`src/rissl_pkg.sv`:
```
// Purpose: constants, codes and carrier types of the reference select block
// Assumes: registers sit on an AHB-Lite word bus, byte address = 4 * index
// Notes:   reserved edge-rate bits are not stored and read as zero
//
// How it works
// RULE1 - two-bit edge rate for status output 1: 0 fast, 2 slow, reset 0
// RULE2 - two-bit edge rate for status output 0: 0 fast, 2 slow, reset 0
// RULE3 - secondary buffer: single, diff, crystal, off; resets to crystal
// RULE4 - primary buffer: single, diff, codes 2 and 3 off; resets to diff
// RULE5 - source select: 0 auto, 1 pin, 2 primary, 3 secondary; reset 1
// RULE6 - in pin mode: low primary, mid secondary, high automatic
// RULE7 - upper four edge-rate bits reserved, not stored, read as zero
// RULE8 - switching goes through glitch-free mux unless bypass bit is one
// RULE9 - automatic: primary while valid, secondary when lost, back when valid
package rissl_pkg;

  // register indices; byte address is four times the index
  localparam logic [7:0] IDX_STAT_EDGE  = 8'h31;
  localparam logic [7:0] IDX_REF_SEL    = 8'h32;
  localparam logic [7:0] IDX_SWITCH_CTL = 8'h33;
  localparam logic [7:0] IDX_REF_STATUS = 8'h34;

  // field positions
  localparam int EDGE1_LSB  = 2;
  localparam int EDGE0_LSB  = 0;
  localparam int SECBUF_LSB = 6;
  localparam int PRIBUF_LSB = 4;
  localparam int SELRSV_LSB = 2;
  localparam int SRCSEL_LSB = 0;
  localparam int BYPASS_BIT = 7;

  // field codes
  localparam logic [1:0] EDGE_FAST  = 2'h0;
  localparam logic [1:0] EDGE_SLOW  = 2'h2;
  localparam logic [1:0] BUF_SINGLE = 2'h0;
  localparam logic [1:0] BUF_DIFF   = 2'h1;
  localparam logic [1:0] BUF_XTAL   = 2'h2;
  localparam logic [1:0] BUF_OFF    = 2'h3;
  localparam logic [1:0] SRC_AUTO   = 2'h0;
  localparam logic [1:0] SRC_PIN    = 2'h1;
  localparam logic [1:0] SRC_PRI    = 2'h2;
  localparam logic [1:0] SRC_SEC    = 2'h3;
  localparam logic [1:0] PIN_LOW    = 2'h0;
  localparam logic [1:0] PIN_MID    = 2'h1;
  localparam logic [1:0] PIN_HIGH   = 2'h2;

  // reset values
  localparam logic [1:0] RST_SELRSV = 2'h1;
  localparam logic [1:0] RST_SRCSEL = SRC_PIN;

  // bus constants
  localparam logic [2:0] HSIZE_WORD = 3'h2;
  localparam logic       HRESP_OKAY = 1'h0;

  typedef enum logic [1:0] {
    REF_PRI = 2'b01,
    REF_SEC = 2'b10
  } rissl_ref_t;

  typedef struct packed {
    logic [1:0] stat1EdgeRateSel;
    logic [1:0] stat0EdgeRateSel;
    logic [1:0] secondRefBufMode;
    logic [1:0] firstRefBufMode;
    logic       firstRefBufEn;
    logic       secondRefBufEn;
    logic       refSwitchBypass;
    logic       loopRefSecond;
  } rissl_cfg_t;

  localparam rissl_cfg_t RST_CFG = '{
    stat1EdgeRateSel: EDGE_FAST,
    stat0EdgeRateSel: EDGE_FAST,
    secondRefBufMode: BUF_XTAL,
    firstRefBufMode:  BUF_DIFF,
    firstRefBufEn:    1'h1,
    secondRefBufEn:   1'h1,
    refSwitchBypass:  1'h0,
    loopRefSecond:    1'h0
  };

endpackage

```
`src/rissl_top.sv`:
```
// Purpose: reference buffer, source select and status edge-rate registers
// Assumes: AHB-Lite slave with zero wait states, word accesses only
// Notes:   pin level code and valid flags come from outside, synchronised
//
// Our own choice: the AHB-Lite register port.
module rissl_top (
  input  wire logic        ref_clk,          // 40 MHz clock
  input  wire logic        rst_b,            // synchronous reset, active low
  input  wire logic        hsel,             // slave select
  input  wire logic [31:0] haddr,            // byte address
  input  wire logic [1:0]  htrans,           // transfer type
  input  wire logic        hwrite,           // write when high
  input  wire logic [2:0]  hsize,            // transfer size
  input  wire logic [31:0] hwdata,           // write data
  input  wire logic        hready,           // bus ready
  output logic             hreadyout,        // slave ready
  output logic             hresp,            // response, always okay
  output logic      [31:0] hrdata,           // read data
  input  wire logic        priRefValid,      // primary reference present
  input  wire logic        secRefValid,      // secondary reference present
  input  wire logic [1:0]  refChoicePinLvl,  // three-level pin comparator
  output rissl_pkg::rissl_cfg_t refCfg       // configuration to the path
);
  import rissl_pkg::*;

  logic       wrPend;
  logic [7:0] wrIdx;
  logic [1:0] srcSel;
  logic [1:0] selRsv;
  logic [1:0] pinPrev;
  logic [1:0] pinLvl;
  logic [3:0] syncd;
  rissl_ref_t curRef;
  rissl_ref_t next_ref;
  rissl_cfg_t next_cfg;

  // bus address phase decode
  wire       addrOk   = hsel && hready && htrans[1];
  wire [7:0] apIdx    = haddr[9:2];
  wire       apMapped = (haddr[31:10] == 22'h0) && (haddr[1:0] == 2'h0);
  wire       wordAcc  = hsize == HSIZE_WORD;
  wire       rdTake   = addrOk && !hwrite;

  assign hreadyout = 1'h1;
  assign hresp     = HRESP_OKAY;

  always_ff @(posedge ref_clk) begin
    if (!rst_b) begin
      wrPend <= 1'h0;
      wrIdx  <= 8'h00;
    end else begin
      wrPend <= addrOk && hwrite && wordAcc && apMapped;
      wrIdx  <= apIdx;
    end
  end

  // data phase write strobes
  wire wrEdge = wrPend && (wrIdx == IDX_STAT_EDGE);
  wire wrSel  = wrPend && (wrIdx == IDX_REF_SEL);
  wire wrCtl  = wrPend && (wrIdx == IDX_SWITCH_CTL);

  wire [1:0] wEdge1  = hwdata[EDGE1_LSB +: 2];
  wire [1:0] wEdge0  = hwdata[EDGE0_LSB +: 2];
  wire [1:0] wSecBuf = hwdata[SECBUF_LSB +: 2];
  wire [1:0] wPriBuf = hwdata[PRIBUF_LSB +: 2];
  wire       wBypass = hwdata[BYPASS_BIT];

  wire [1:0] next_srcSel = wrSel ? hwdata[SRCSEL_LSB +: 2] : srcSel; // RULE5
  wire [1:0] next_selRsv = wrSel ? hwdata[SELRSV_LSB +: 2] : selRsv;

  // pin levels and valid flags cross in
  rissl_sync2 #(
    .W (4)
  ) u_sync (
    .clk   (ref_clk),
    .rst_b (rst_b),
    .din   ({refChoicePinLvl, secRefValid, priRefValid}),
    .dout  (syncd)
  );

  wire       priOk   = syncd[0];
  wire       secOk   = syncd[1];
  wire [1:0] pinSamp = syncd[3:2];

  // pin code taken only when two samples agree, so torn codes are dropped
  always_ff @(posedge ref_clk) begin
    if (!rst_b) begin
      pinPrev <= PIN_LOW;
      pinLvl  <= PIN_LOW;
    end else begin
      pinPrev <= pinSamp;
      if (pinSamp == pinPrev) begin
        pinLvl <= pinSamp;
      end
    end
  end

  // pin mode decode; unused comparator code counts as high
  wire [1:0] pinMode = (pinLvl == PIN_LOW) ? SRC_PRI :
                       (pinLvl == PIN_MID) ? SRC_SEC : SRC_AUTO; // RULE6
  wire [1:0] effMode = (srcSel == SRC_PIN) ? pinMode : srcSel;   // RULE5

  always_comb begin
    next_ref = curRef;
    case (effMode)
      SRC_PRI: next_ref = REF_PRI;
      SRC_SEC: next_ref = REF_SEC;
      SRC_AUTO: begin
        unique case (curRef)
          REF_PRI: if (!priOk) next_ref = REF_SEC;  // RULE9
          REF_SEC: if (priOk) next_ref = REF_PRI;   // RULE9
          default: next_ref = REF_PRI;
        endcase
      end
      default: next_ref = curRef;
    endcase
  end

  always_comb begin
    next_cfg = refCfg;
    if (wrEdge) begin
      next_cfg.stat1EdgeRateSel = wEdge1;  // RULE1
      next_cfg.stat0EdgeRateSel = wEdge0;  // RULE2
    end
    if (wrSel) begin
      next_cfg.secondRefBufMode = wSecBuf; // RULE3
      next_cfg.firstRefBufMode  = wPriBuf; // RULE4
    end
    if (wrCtl) begin
      next_cfg.refSwitchBypass = wBypass;  // RULE8
    end
    next_cfg.firstRefBufEn  = (next_cfg.firstRefBufMode == BUF_SINGLE) ||
                              (next_cfg.firstRefBufMode == BUF_DIFF); // RULE4
    next_cfg.secondRefBufEn = next_cfg.secondRefBufMode != BUF_OFF;  // RULE3
    next_cfg.loopRefSecond  = next_ref == REF_SEC;
  end

  always_ff @(posedge ref_clk) begin
    if (!rst_b) begin
      refCfg <= RST_CFG;
      srcSel <= RST_SRCSEL;
      selRsv <= RST_SELRSV;
      curRef <= REF_PRI;
    end else begin
      refCfg <= next_cfg;
      srcSel <= next_srcSel;
      selRsv <= next_selRsv;
      curRef <= next_ref;
    end
  end

  // writable read words from next values so a read right after a write sees it; status word from current values
  wire [31:0] edgeWord = {24'h0, 4'h0, next_cfg.stat1EdgeRateSel,
                          next_cfg.stat0EdgeRateSel};            // RULE7
  wire [31:0] selWord  = {24'h0, next_cfg.secondRefBufMode,
                          next_cfg.firstRefBufMode, next_selRsv, next_srcSel};
  wire [31:0] ctlWord  = {24'h0, next_cfg.refSwitchBypass, 7'h0};
  wire [31:0] statWord = {25'h0, effMode, pinLvl, secOk, priOk,
                          curRef == REF_SEC};
  wire [31:0] rdWord   = !apMapped ? 32'h0 :
                         (apIdx == IDX_STAT_EDGE)  ? edgeWord :
                         (apIdx == IDX_REF_SEL)    ? selWord  :
                         (apIdx == IDX_SWITCH_CTL) ? ctlWord  :
                         (apIdx == IDX_REF_STATUS) ? statWord : 32'h0;

  always_ff @(posedge ref_clk) begin
    if (!rst_b) begin
      hrdata <= 32'h0;
    end else if (rdTake) begin
      hrdata <= rdWord;
    end
  end
endmodule // rissl_top

```
`src/rissl_sync2.sv`:
```
// Purpose: two-stage synchroniser for a bundle of slow pin levels
// Assumes: each bit is a level held far longer than a clock period
// Notes:   first stage feeds the second stage only
module rissl_sync2 #(
  parameter int W = 1
) (
  input  wire logic         clk,    // sampling clock
  input  wire logic         rst_b,  // synchronous reset, active low
  input  wire logic [W-1:0] din,    // asynchronous levels
  output logic      [W-1:0] dout    // synchronised levels
);
  logic [W-1:0] meta;

  always_ff @(posedge clk) begin
    if (!rst_b) begin
      meta <= '0;
      dout <= '0;
    end else begin
      meta <= din;
      dout <= meta;
    end
  end
endmodule // rissl_sync2

```
`config.mk`:
```
export PLATFORM = sky130hd
export DESIGN_NAME = rissl_top
export DESIGN_NICKNAME = d
export VERILOG_FILES = /design/src/rissl_pkg.sv /design/src/rissl_top.sv /design/src/rissl_sync2.sv
export SDC_FILE = /design/constraint.sdc
export NUM_CORES = 1
export LEC_CHECK = 0
export BUFFER_PORTS_ARGS = -buffer_cell sky130_fd_sc_hd__buf_2
export CAP_MARGIN = 30
export CORE_ASPECT_RATIO = 1.5
export CORE_MARGIN = 4
export CORE_UTILIZATION = 45
export CTS_BUF_LIST = sky130_fd_sc_hd__clkbuf_4
export DETAILED_ROUTE_END_ITERATION = 10
export PLACE_DENSITY = 0.82
export SYNTH_ARGS = -nofsm -noshare
export SYNTH_HDL_FRONTEND = slang
export SYNTH_SLANG_ARGS = --single-unit
```
`constraint.sdc`:
```
create_clock -name ref_clk -period 2.47 [get_ports ref_clk]
set_clock_uncertainty 0.15 [all_clocks]
set_input_delay 0.1235 -clock ref_clk [delete_from_list [all_inputs] [get_ports ref_clk]]
set_output_delay 0.1235 -clock ref_clk [all_outputs]
set_load 0.02 [all_outputs]
```
==> results.sh, run 1 <==
export IMPL_status="finished, final reports clean"
export IMPL_cellLeakagePower_nw=1.304
export IMPL_synth_cell_type_count=47
export IMPL_grt_start_max_net_pins=30
export IMPL_min_delay_start="hready"
export IMPL_ys_flop_type="dfxtp_1"
export IMPL_die_w_um=64.32
export IMPL_multi_input_area_mm2=0.001056
export IMPL_drc=0
export IMPL_setup_tns_ns=0
export IMPL_max_freq_ghz=0.5201
export IMPL_grt_pass1_wl_um=7969
export IMPL_setup_violations=0
export IMPL_cts_setup_buffers=0
export IMPL_r2r_slack_ns=0.61
export IMPL_synth_edf_count=0
export IMPL_timing_rr_start="wrIdx[3]"
export IMPL_reg2reg_to="hrdata[1]"
export IMPL_ios=124
export IMPL_drtIter0Drc=65
export IMPL_pwr_share_seq_pct=59.6
export IMPL_dieArea_mm2=0.005948
export IMPL_start_util_pct=46.75
export IMPL_tightest_slew_ns=0.5231
export IMPL_h_tree_depth=2
export IMPL_setup_slack_ns=0.5473
export IMPL_hold_path_class="input pin to flip-flop"
export IMPL_startpoint_type="input pin"
export IMPL_pre_cts_slack_ns=0.6174
export IMPL_cts_buffers=5
export IMPL_synth_avg_cell_area_um2=9.515
export IMPL_clk_latency_ns=0.38
export IMPL_min_path_cells=3
export IMPL_drtAntennaViolNets=0
export IMPL_grt_overflow_total=0
export IMPL_totalWireLength_um=4982
export IMPL_groute_usage_overall_pct=17.05
export IMPL_clkSinkCount=47
export IMPL_yosys_top_cells_area="dfxtp_1 44%, buf_4 9.1%, and2_1 7.3%"
export IMPL_area_delta_synth_final_pct=28.23
export IMPL_root_buffer="clkbuf_4"
export IMPL_critPathLaunch="haddr[9]"
export IMPL_drv_cap=0
export IMPL_core_mm2=0.004579
export IMPL_cts_resized=0
export IMPL_relSlewSlack_pct=64.87
export IMPL_netlist_area_leader_share_pct=43.95
export IMPL_crit_fanout=6
export IMPL_critPathArrivalTime_ns=2.05
export IMPL_layout_drive_gt1_share_pct=30.84
export IMPL_swShare_pct=26.71
export IMPL_syn_area_mm2=0.002141
export IMPL_rows=30
export IMPL_ir_drop_v=0.0003657
export IMPL_rsz0062_at_grt="false"
export IMPL_path_class="input pin to flip-flop"
export IMPL_vias_per_cell=4.748
export IMPL_clk_pin_slew_ns=0.14
export IMPL_combinationalPowerShare_pct=11.8
export IMPL_holdPathEnd="wrPend"
export IMPL_register_area_um2=940.9
export IMPL_port_buffers=72
export IMPL_grt_pass1_vias=1795
export IMPL_avgRoutedWirePerCell_um=12.94
export IMPL_synth_area_leader_cell="dfxtp_1"
export IMPL_finalHoldViolations=0
export IMPL_final_min_clock_period_ns=1.923
export IMPL_antennaDiodeCount=0
export IMPL_antenna_found_initial=0
export IMPL_cts_tree="done"
export IMPL_yosysMostFrequentCell="dfxtp_1"
export IMPL_hpwl_um=3769
export IMPL_yosysSeqAreaShare_pct=43.95
export IMPL_final_period_utilization_pct=77.84
export IMPL_num_vias=1828
export IMPL_ys_seq_elements=47
export IMPL_ys_warn_count=0
export IMPL_fin_nets=400
export IMPL_endpoint_kind="flip-flop"
export IMPL_utilization_pct=59.95
export IMPL_syn_instance_count=225
export IMPL_p_int_mw=0.9582
export IMPL_nFillCells=427
export IMPL_pwr_density_cell_mw_per_mm2=476.3
export IMPL_drv_slew=0
export IMPL_cp_required_ns=2.60
export IMPL_ys_async_sr_fraction_pct=0
export IMPL_cts_max_path_buffers=2
export IMPL_power_switching_mw=0.3493
export IMPL_drt_first_pass_iters=6
export IMPL_synth_common_cells="47 x dfxtp_1, 26 x buf_4, 25 x and2_1"
export IMPL_die_height_um=92.48
export IMPL_gp_congestion=0.7689
export IMPL_r2r_cells=5
export IMPL_power_share_clock_pct=28.7
-- cells by family after synthesis --
logic type | after synthesis | synth area share (%)
and+or+nand+nor | 90 | 26.59
adders and majority gates | 2 | 1.169
xor gates and xnor gates | 2 | 0.8184
buffers and inverters | 36 | 10.93
DFF | 47 | 43.95
AOI/OAI and AO/OA | 32 | 9.117
muxes | 14 | 7.072
other | 2 | 0.3508
-- worst max-delay path by stage --
stage / endpoint / slack (ns)
after global routing: hrdata[1] / 0.48
after CTS: hrdata[1] / 0.58
after floorplan: refCfg[4] / 0.85
after detailed placement: hrdata[3] / 0.62
final: hrdata[1] / 0.55
after global placement: hrdata[3] / 0.65
-- placed cells by master, fill, tap and decap left out, drive strengths merged, types with 8 or more instances in the layout --
cell type / count
buf: 73
dfxtp: 47
conb: 26
and2: 25
dlygate4sd3: 22
nand2: 16
a21oi: 11
o21ai: 10
mux2: 9
nor2: 8
-- critical path, stage by stage --
cell           delay (ns)
dlygate4sd3_1        0.54
buf_2                0.13
nor2_1               0.12
or4b_1               0.59
or2_4                0.33
o21ai_1              0.14
o21ai_1              0.08
-- metrics by stage --
step | hold slack [ns] | instance area, um2 | power (mW) | instances
after floorplan | 0.09521 | 2231 | 0.8976 | 249
after global placement | 0.1825 | 2464 | 0.9180 | 355
after detailed placement | 0.1835 | 2464 | 0.9217 | 355
after CTS | 0.005317 | 2745 | 1.316 | 385
after global routing | 0.02575 | 2745 | 1.362 | 385
final | 0.01702 | 2745 | 1.308 | 385
-- power groups by stage --
stage          Clock (mW)  Combinational, mW  Sequential, mW
3_5_place_dp            0              0.126           0.795
3_3_place_gp            0              0.123           0.795
6_report            0.375              0.154           0.779
2_1_floorplan           0              0.104           0.794
5_1_grt             0.413              0.168           0.781
4_1_cts             0.384              0.153           0.779
-- layout make-up --
class / count / area share, %
Timing Repair Buffer: 95 / 21.42
Multi-Input combinational cell: 166 / 38.47
Clock inverter: 3 / 0.8660
Clock buffer: 5 / 1.367
Sequential cell: 47 / 34.28
Inverter: 5 / 0.6837
Tap cell: 64 / 2.917
-- routing by layer --
| layer | share of wire, % | global-route usage [%] | up-vias |
|---|---|---|---|
| li1 | - | - | 910 |
| met1 | 37 | 18.38 | 845 |
| met5 | 0 | 0 | - |
| met3 | 6.6 | 3.519 | 10 |
| met2 | 54 | 31.12 | 63 |
| met4 | 2.8 | 7.937 | 0 |
-- timing repair --
item	in CTS	in global routing
endpoints found under the setup margin	0	0
hold buffers	22	0
endpoints found under the hold margin	28	0
-- flip-flops by register name (all words and copies together), names as in the netlist --
name,count
curRef,2
selRsv,2
pinLvl,2
u_sync.dout,4
wrIdx,8
pinPrev,2
u_sync.meta,4
refCfg,12
wrPend,1
srcSel,2
hrdata,8
(Power assumes the default switching activity.)
==> run 2, diff against run 1 <==
Clock period 2.47 ns to 2 ns, I/O delays scaled along.
==> run 2 against run 1 <==
Compared with the run above:
- clock-buffer cell count unchanged
- combinational power increased by 28%
- critical path type unchanged
- final cell count increased by 1.3%
- largest cell class unchanged
- core utilization increased by 2.0 points
- hold slack improved by 0.11 ns
- die area unchanged
- first-iteration DRC count decreased by 28%
- sequential power increased by 24%
- clock power increased by 85%
- flip-flop and latch count unchanged
- power increased by 42%
- setup slack got worse by 0.44 ns
- critical endpoint is now hrdata[6]
==> results.sh, run 2 (synthesis gave the netlist of run 1 again) <==
export IMPL_nFillCells=412
export IMPL_grt_pass1_vias=1898
export IMPL_setup_violations=0
export IMPL_fin_area_mm2=0.002838
export IMPL_antenna_found_initial=0
export IMPL_clk_latency_ns=0.36
export IMPL_core_mm2=0.004579
export IMPL_drv_slew=0
export IMPL_start_util_pct=46.75
export IMPL_crit_fanout=6
export IMPL_critPathArrivalTime_ns=2.04
export IMPL_final_period_utilization_pct=94.87
export IMPL_path_class="input pin to flip-flop"
export IMPL_layout_commonest_cell="buf_2"
export IMPL_cp_slowest_stage_delay_ns=0.60
export IMPL_startpoint_type="input pin"
export IMPL_crit_buf_inv=2
export IMPL_final_min_clock_period_ns=1.897
export IMPL_area_delta_synth_final_pct=32.55
export IMPL_swShare_pct=22.61
export IMPL_gp_congestion=0.7779
export IMPL_fin_nets=405
export IMPL_path_delay_family="simple AND/OR/NAND/NOR gates"
export IMPL_ir_drop_v=0.0005336
export IMPL_cts_max_path_buffers=2
export IMPL_vias_per_cell=4.828
export IMPL_clkSinkCount=47
export IMPL_hpwl_um=3953
export IMPL_drtAntennaViolNets=0
export IMPL_cp_required_ns=2.14
export IMPL_cts_buffers=5
export IMPL_grt_overflow_total=0
export IMPL_power_share_clock_pct=37.5
export IMPL_drv_cap=0
export IMPL_layout_common_cells="72 x buf_2, 47 x dfxtp_1, 26 x conb_1"
export IMPL_combinationalPowerShare_pct=10.6
export IMPL_port_buffers=72
export IMPL_clk_pin_slew_ns=0.14
export IMPL_r2r_slack_ns=0.17
export IMPL_crit_slowest_cell="or4_1"
export IMPL_p_int_mw=1.435
export IMPL_dieArea_mm2=0.005948
export IMPL_cellLeakagePower_nw=1.353
export IMPL_num_vias=1883
export IMPL_drc=0
export IMPL_cts_tree="done"
export IMPL_hold_path_class="input pin to flip-flop"
export IMPL_drtIter0Drc=47
export IMPL_status="finished, final reports clean"
export IMPL_reg_largest_list="refCfg x12, hrdata x8, wrIdx x8"
export IMPL_groute_usage_overall_pct=18.56
export IMPL_largest_register="refCfg"
export IMPL_die_height_um=92.48
export IMPL_pwr_share_seq_pct=51.9
export IMPL_totalWireLength_um=5433
export IMPL_rsz0062_at_grt="false"
export IMPL_root_buffer="clkbuf_4"
export IMPL_ios=124
export IMPL_endpoint_kind="flip-flop"
export IMPL_h_tree_depth=2
export IMPL_power_switching_mw=0.4193
export IMPL_cp_cell_sequence="dlygate4sd3_1 > buf_2 > or4_1 > nor3_2 > nand2_1 > o211ai_1"
export IMPL_finalHoldViolations=0
export IMPL_setup_tns_ns=0
export IMPL_layout_drive_gt1_share_pct=31.29
export IMPL_max_freq_ghz=0.5271
export IMPL_grt_start_max_net_pins=30
export IMPL_pwr_density_cell_mw_per_mm2=653.4
export IMPL_antennaDiodeCount=0
export IMPL_drt_first_pass_iters=4
export IMPL_die_w_um=64.32
export IMPL_largest_register_ffs=12
export IMPL_rows=30
export IMPL_grt_pass1_wl_um=8652
export IMPL_avgRoutedWirePerCell_um=13.93
export IMPL_place_area_mm2=0.002471
run 2: cell types whose count changed in the layout (fill, tap and decap cells not counted), sizes merged:
| cell | delta |
|---|---|
| clkinvlp | -1 |
| inv | -1 |
| bufinv | +2 |
| buf | +2 |
| dlygate4sd3 | +3 |
run 2: worst register-to-register path, delay by kind of cell (launching register included):
family	cells	cell delay, ns
DFF	1	0.33
AOI/OAI and AO/OA	1	0.21
and+or+nand+nor	2	0.59
muxes	2	0.46
run 2: power by group through the flow:
stage | clock network, mW | registers [mW] | logic (mW)
5_1_grt | 0.748 | 0.965 | 0.214
3_5_place_dp | 0 | 0.983 | 0.156
2_1_floorplan | 0 | 0.981 | 0.128
6_report | 0.694 | 0.963 | 0.197
3_3_place_gp | 0 | 0.982 | 0.152
4_1_cts | 0.706 | 0.962 | 0.193
run 2: stage by stage:
step           utilization (%)  cells  hold WS (ns)  power, mW  setup slack [ns]
5_1_grt                  61.97    390        0.1303      1.926           0.02197
2_1_floorplan                -    249       0.07171      1.109            0.3815
6_report                 61.97    390        0.1272      1.854            0.1027
3_3_place_gp             53.96    356        0.1561      1.134            0.1895
3_5_place_dp             53.96    356        0.1594      1.139            0.1513
4_1_cts                  61.72    389        0.1094      1.861            0.1123
run 2: cell type report:
cell class | instances | area [um2] | area share, %
Clock buffer | 5 | 37.54 | 1.323
Multi-Input combinational cell | 166 | 1060 | 37.35
Inverter | 5 | 18.77 | 0.6614
Sequential cell | 47 | 940.9 | 33.16
Tap cell | 64 | 80.08 | 2.822
Timing Repair Buffer | 100 | 633.1 | 22.31
Clock inverter | 3 | 67.56 | 2.381
run 2: repair_timing:
action,4_1_cts,5_1_grt
endpoints found under the hold margin,30,0
resized for setup,0,1
setup endpoints to repair,0,1
hold buffers,25,0
buffers inserted,0,1
run 2: final timing paths:
kind                       start        endpoint  cells past startpoint
setup / recovery        haddr[9]       hrdata[6]                      6
hold / removal         haddr[13]       hrdata[4]                      6
setup reg to reg        wrIdx[3]       hrdata[7]                      5
hold reg to reg   u_sync.meta[0]  u_sync.dout[0]                      1
run 2: routing by layer:
layer / GRT usage [%] / routed length, um / up-vias
met2: 32.67 / 2820 / 84
li1: - / - / 917
met5: 0 / 0 / -
met1: 19.74 / 2032 / 863
met4: 11.46 / 219 / 0
met3: 4.005 / 361 / 19
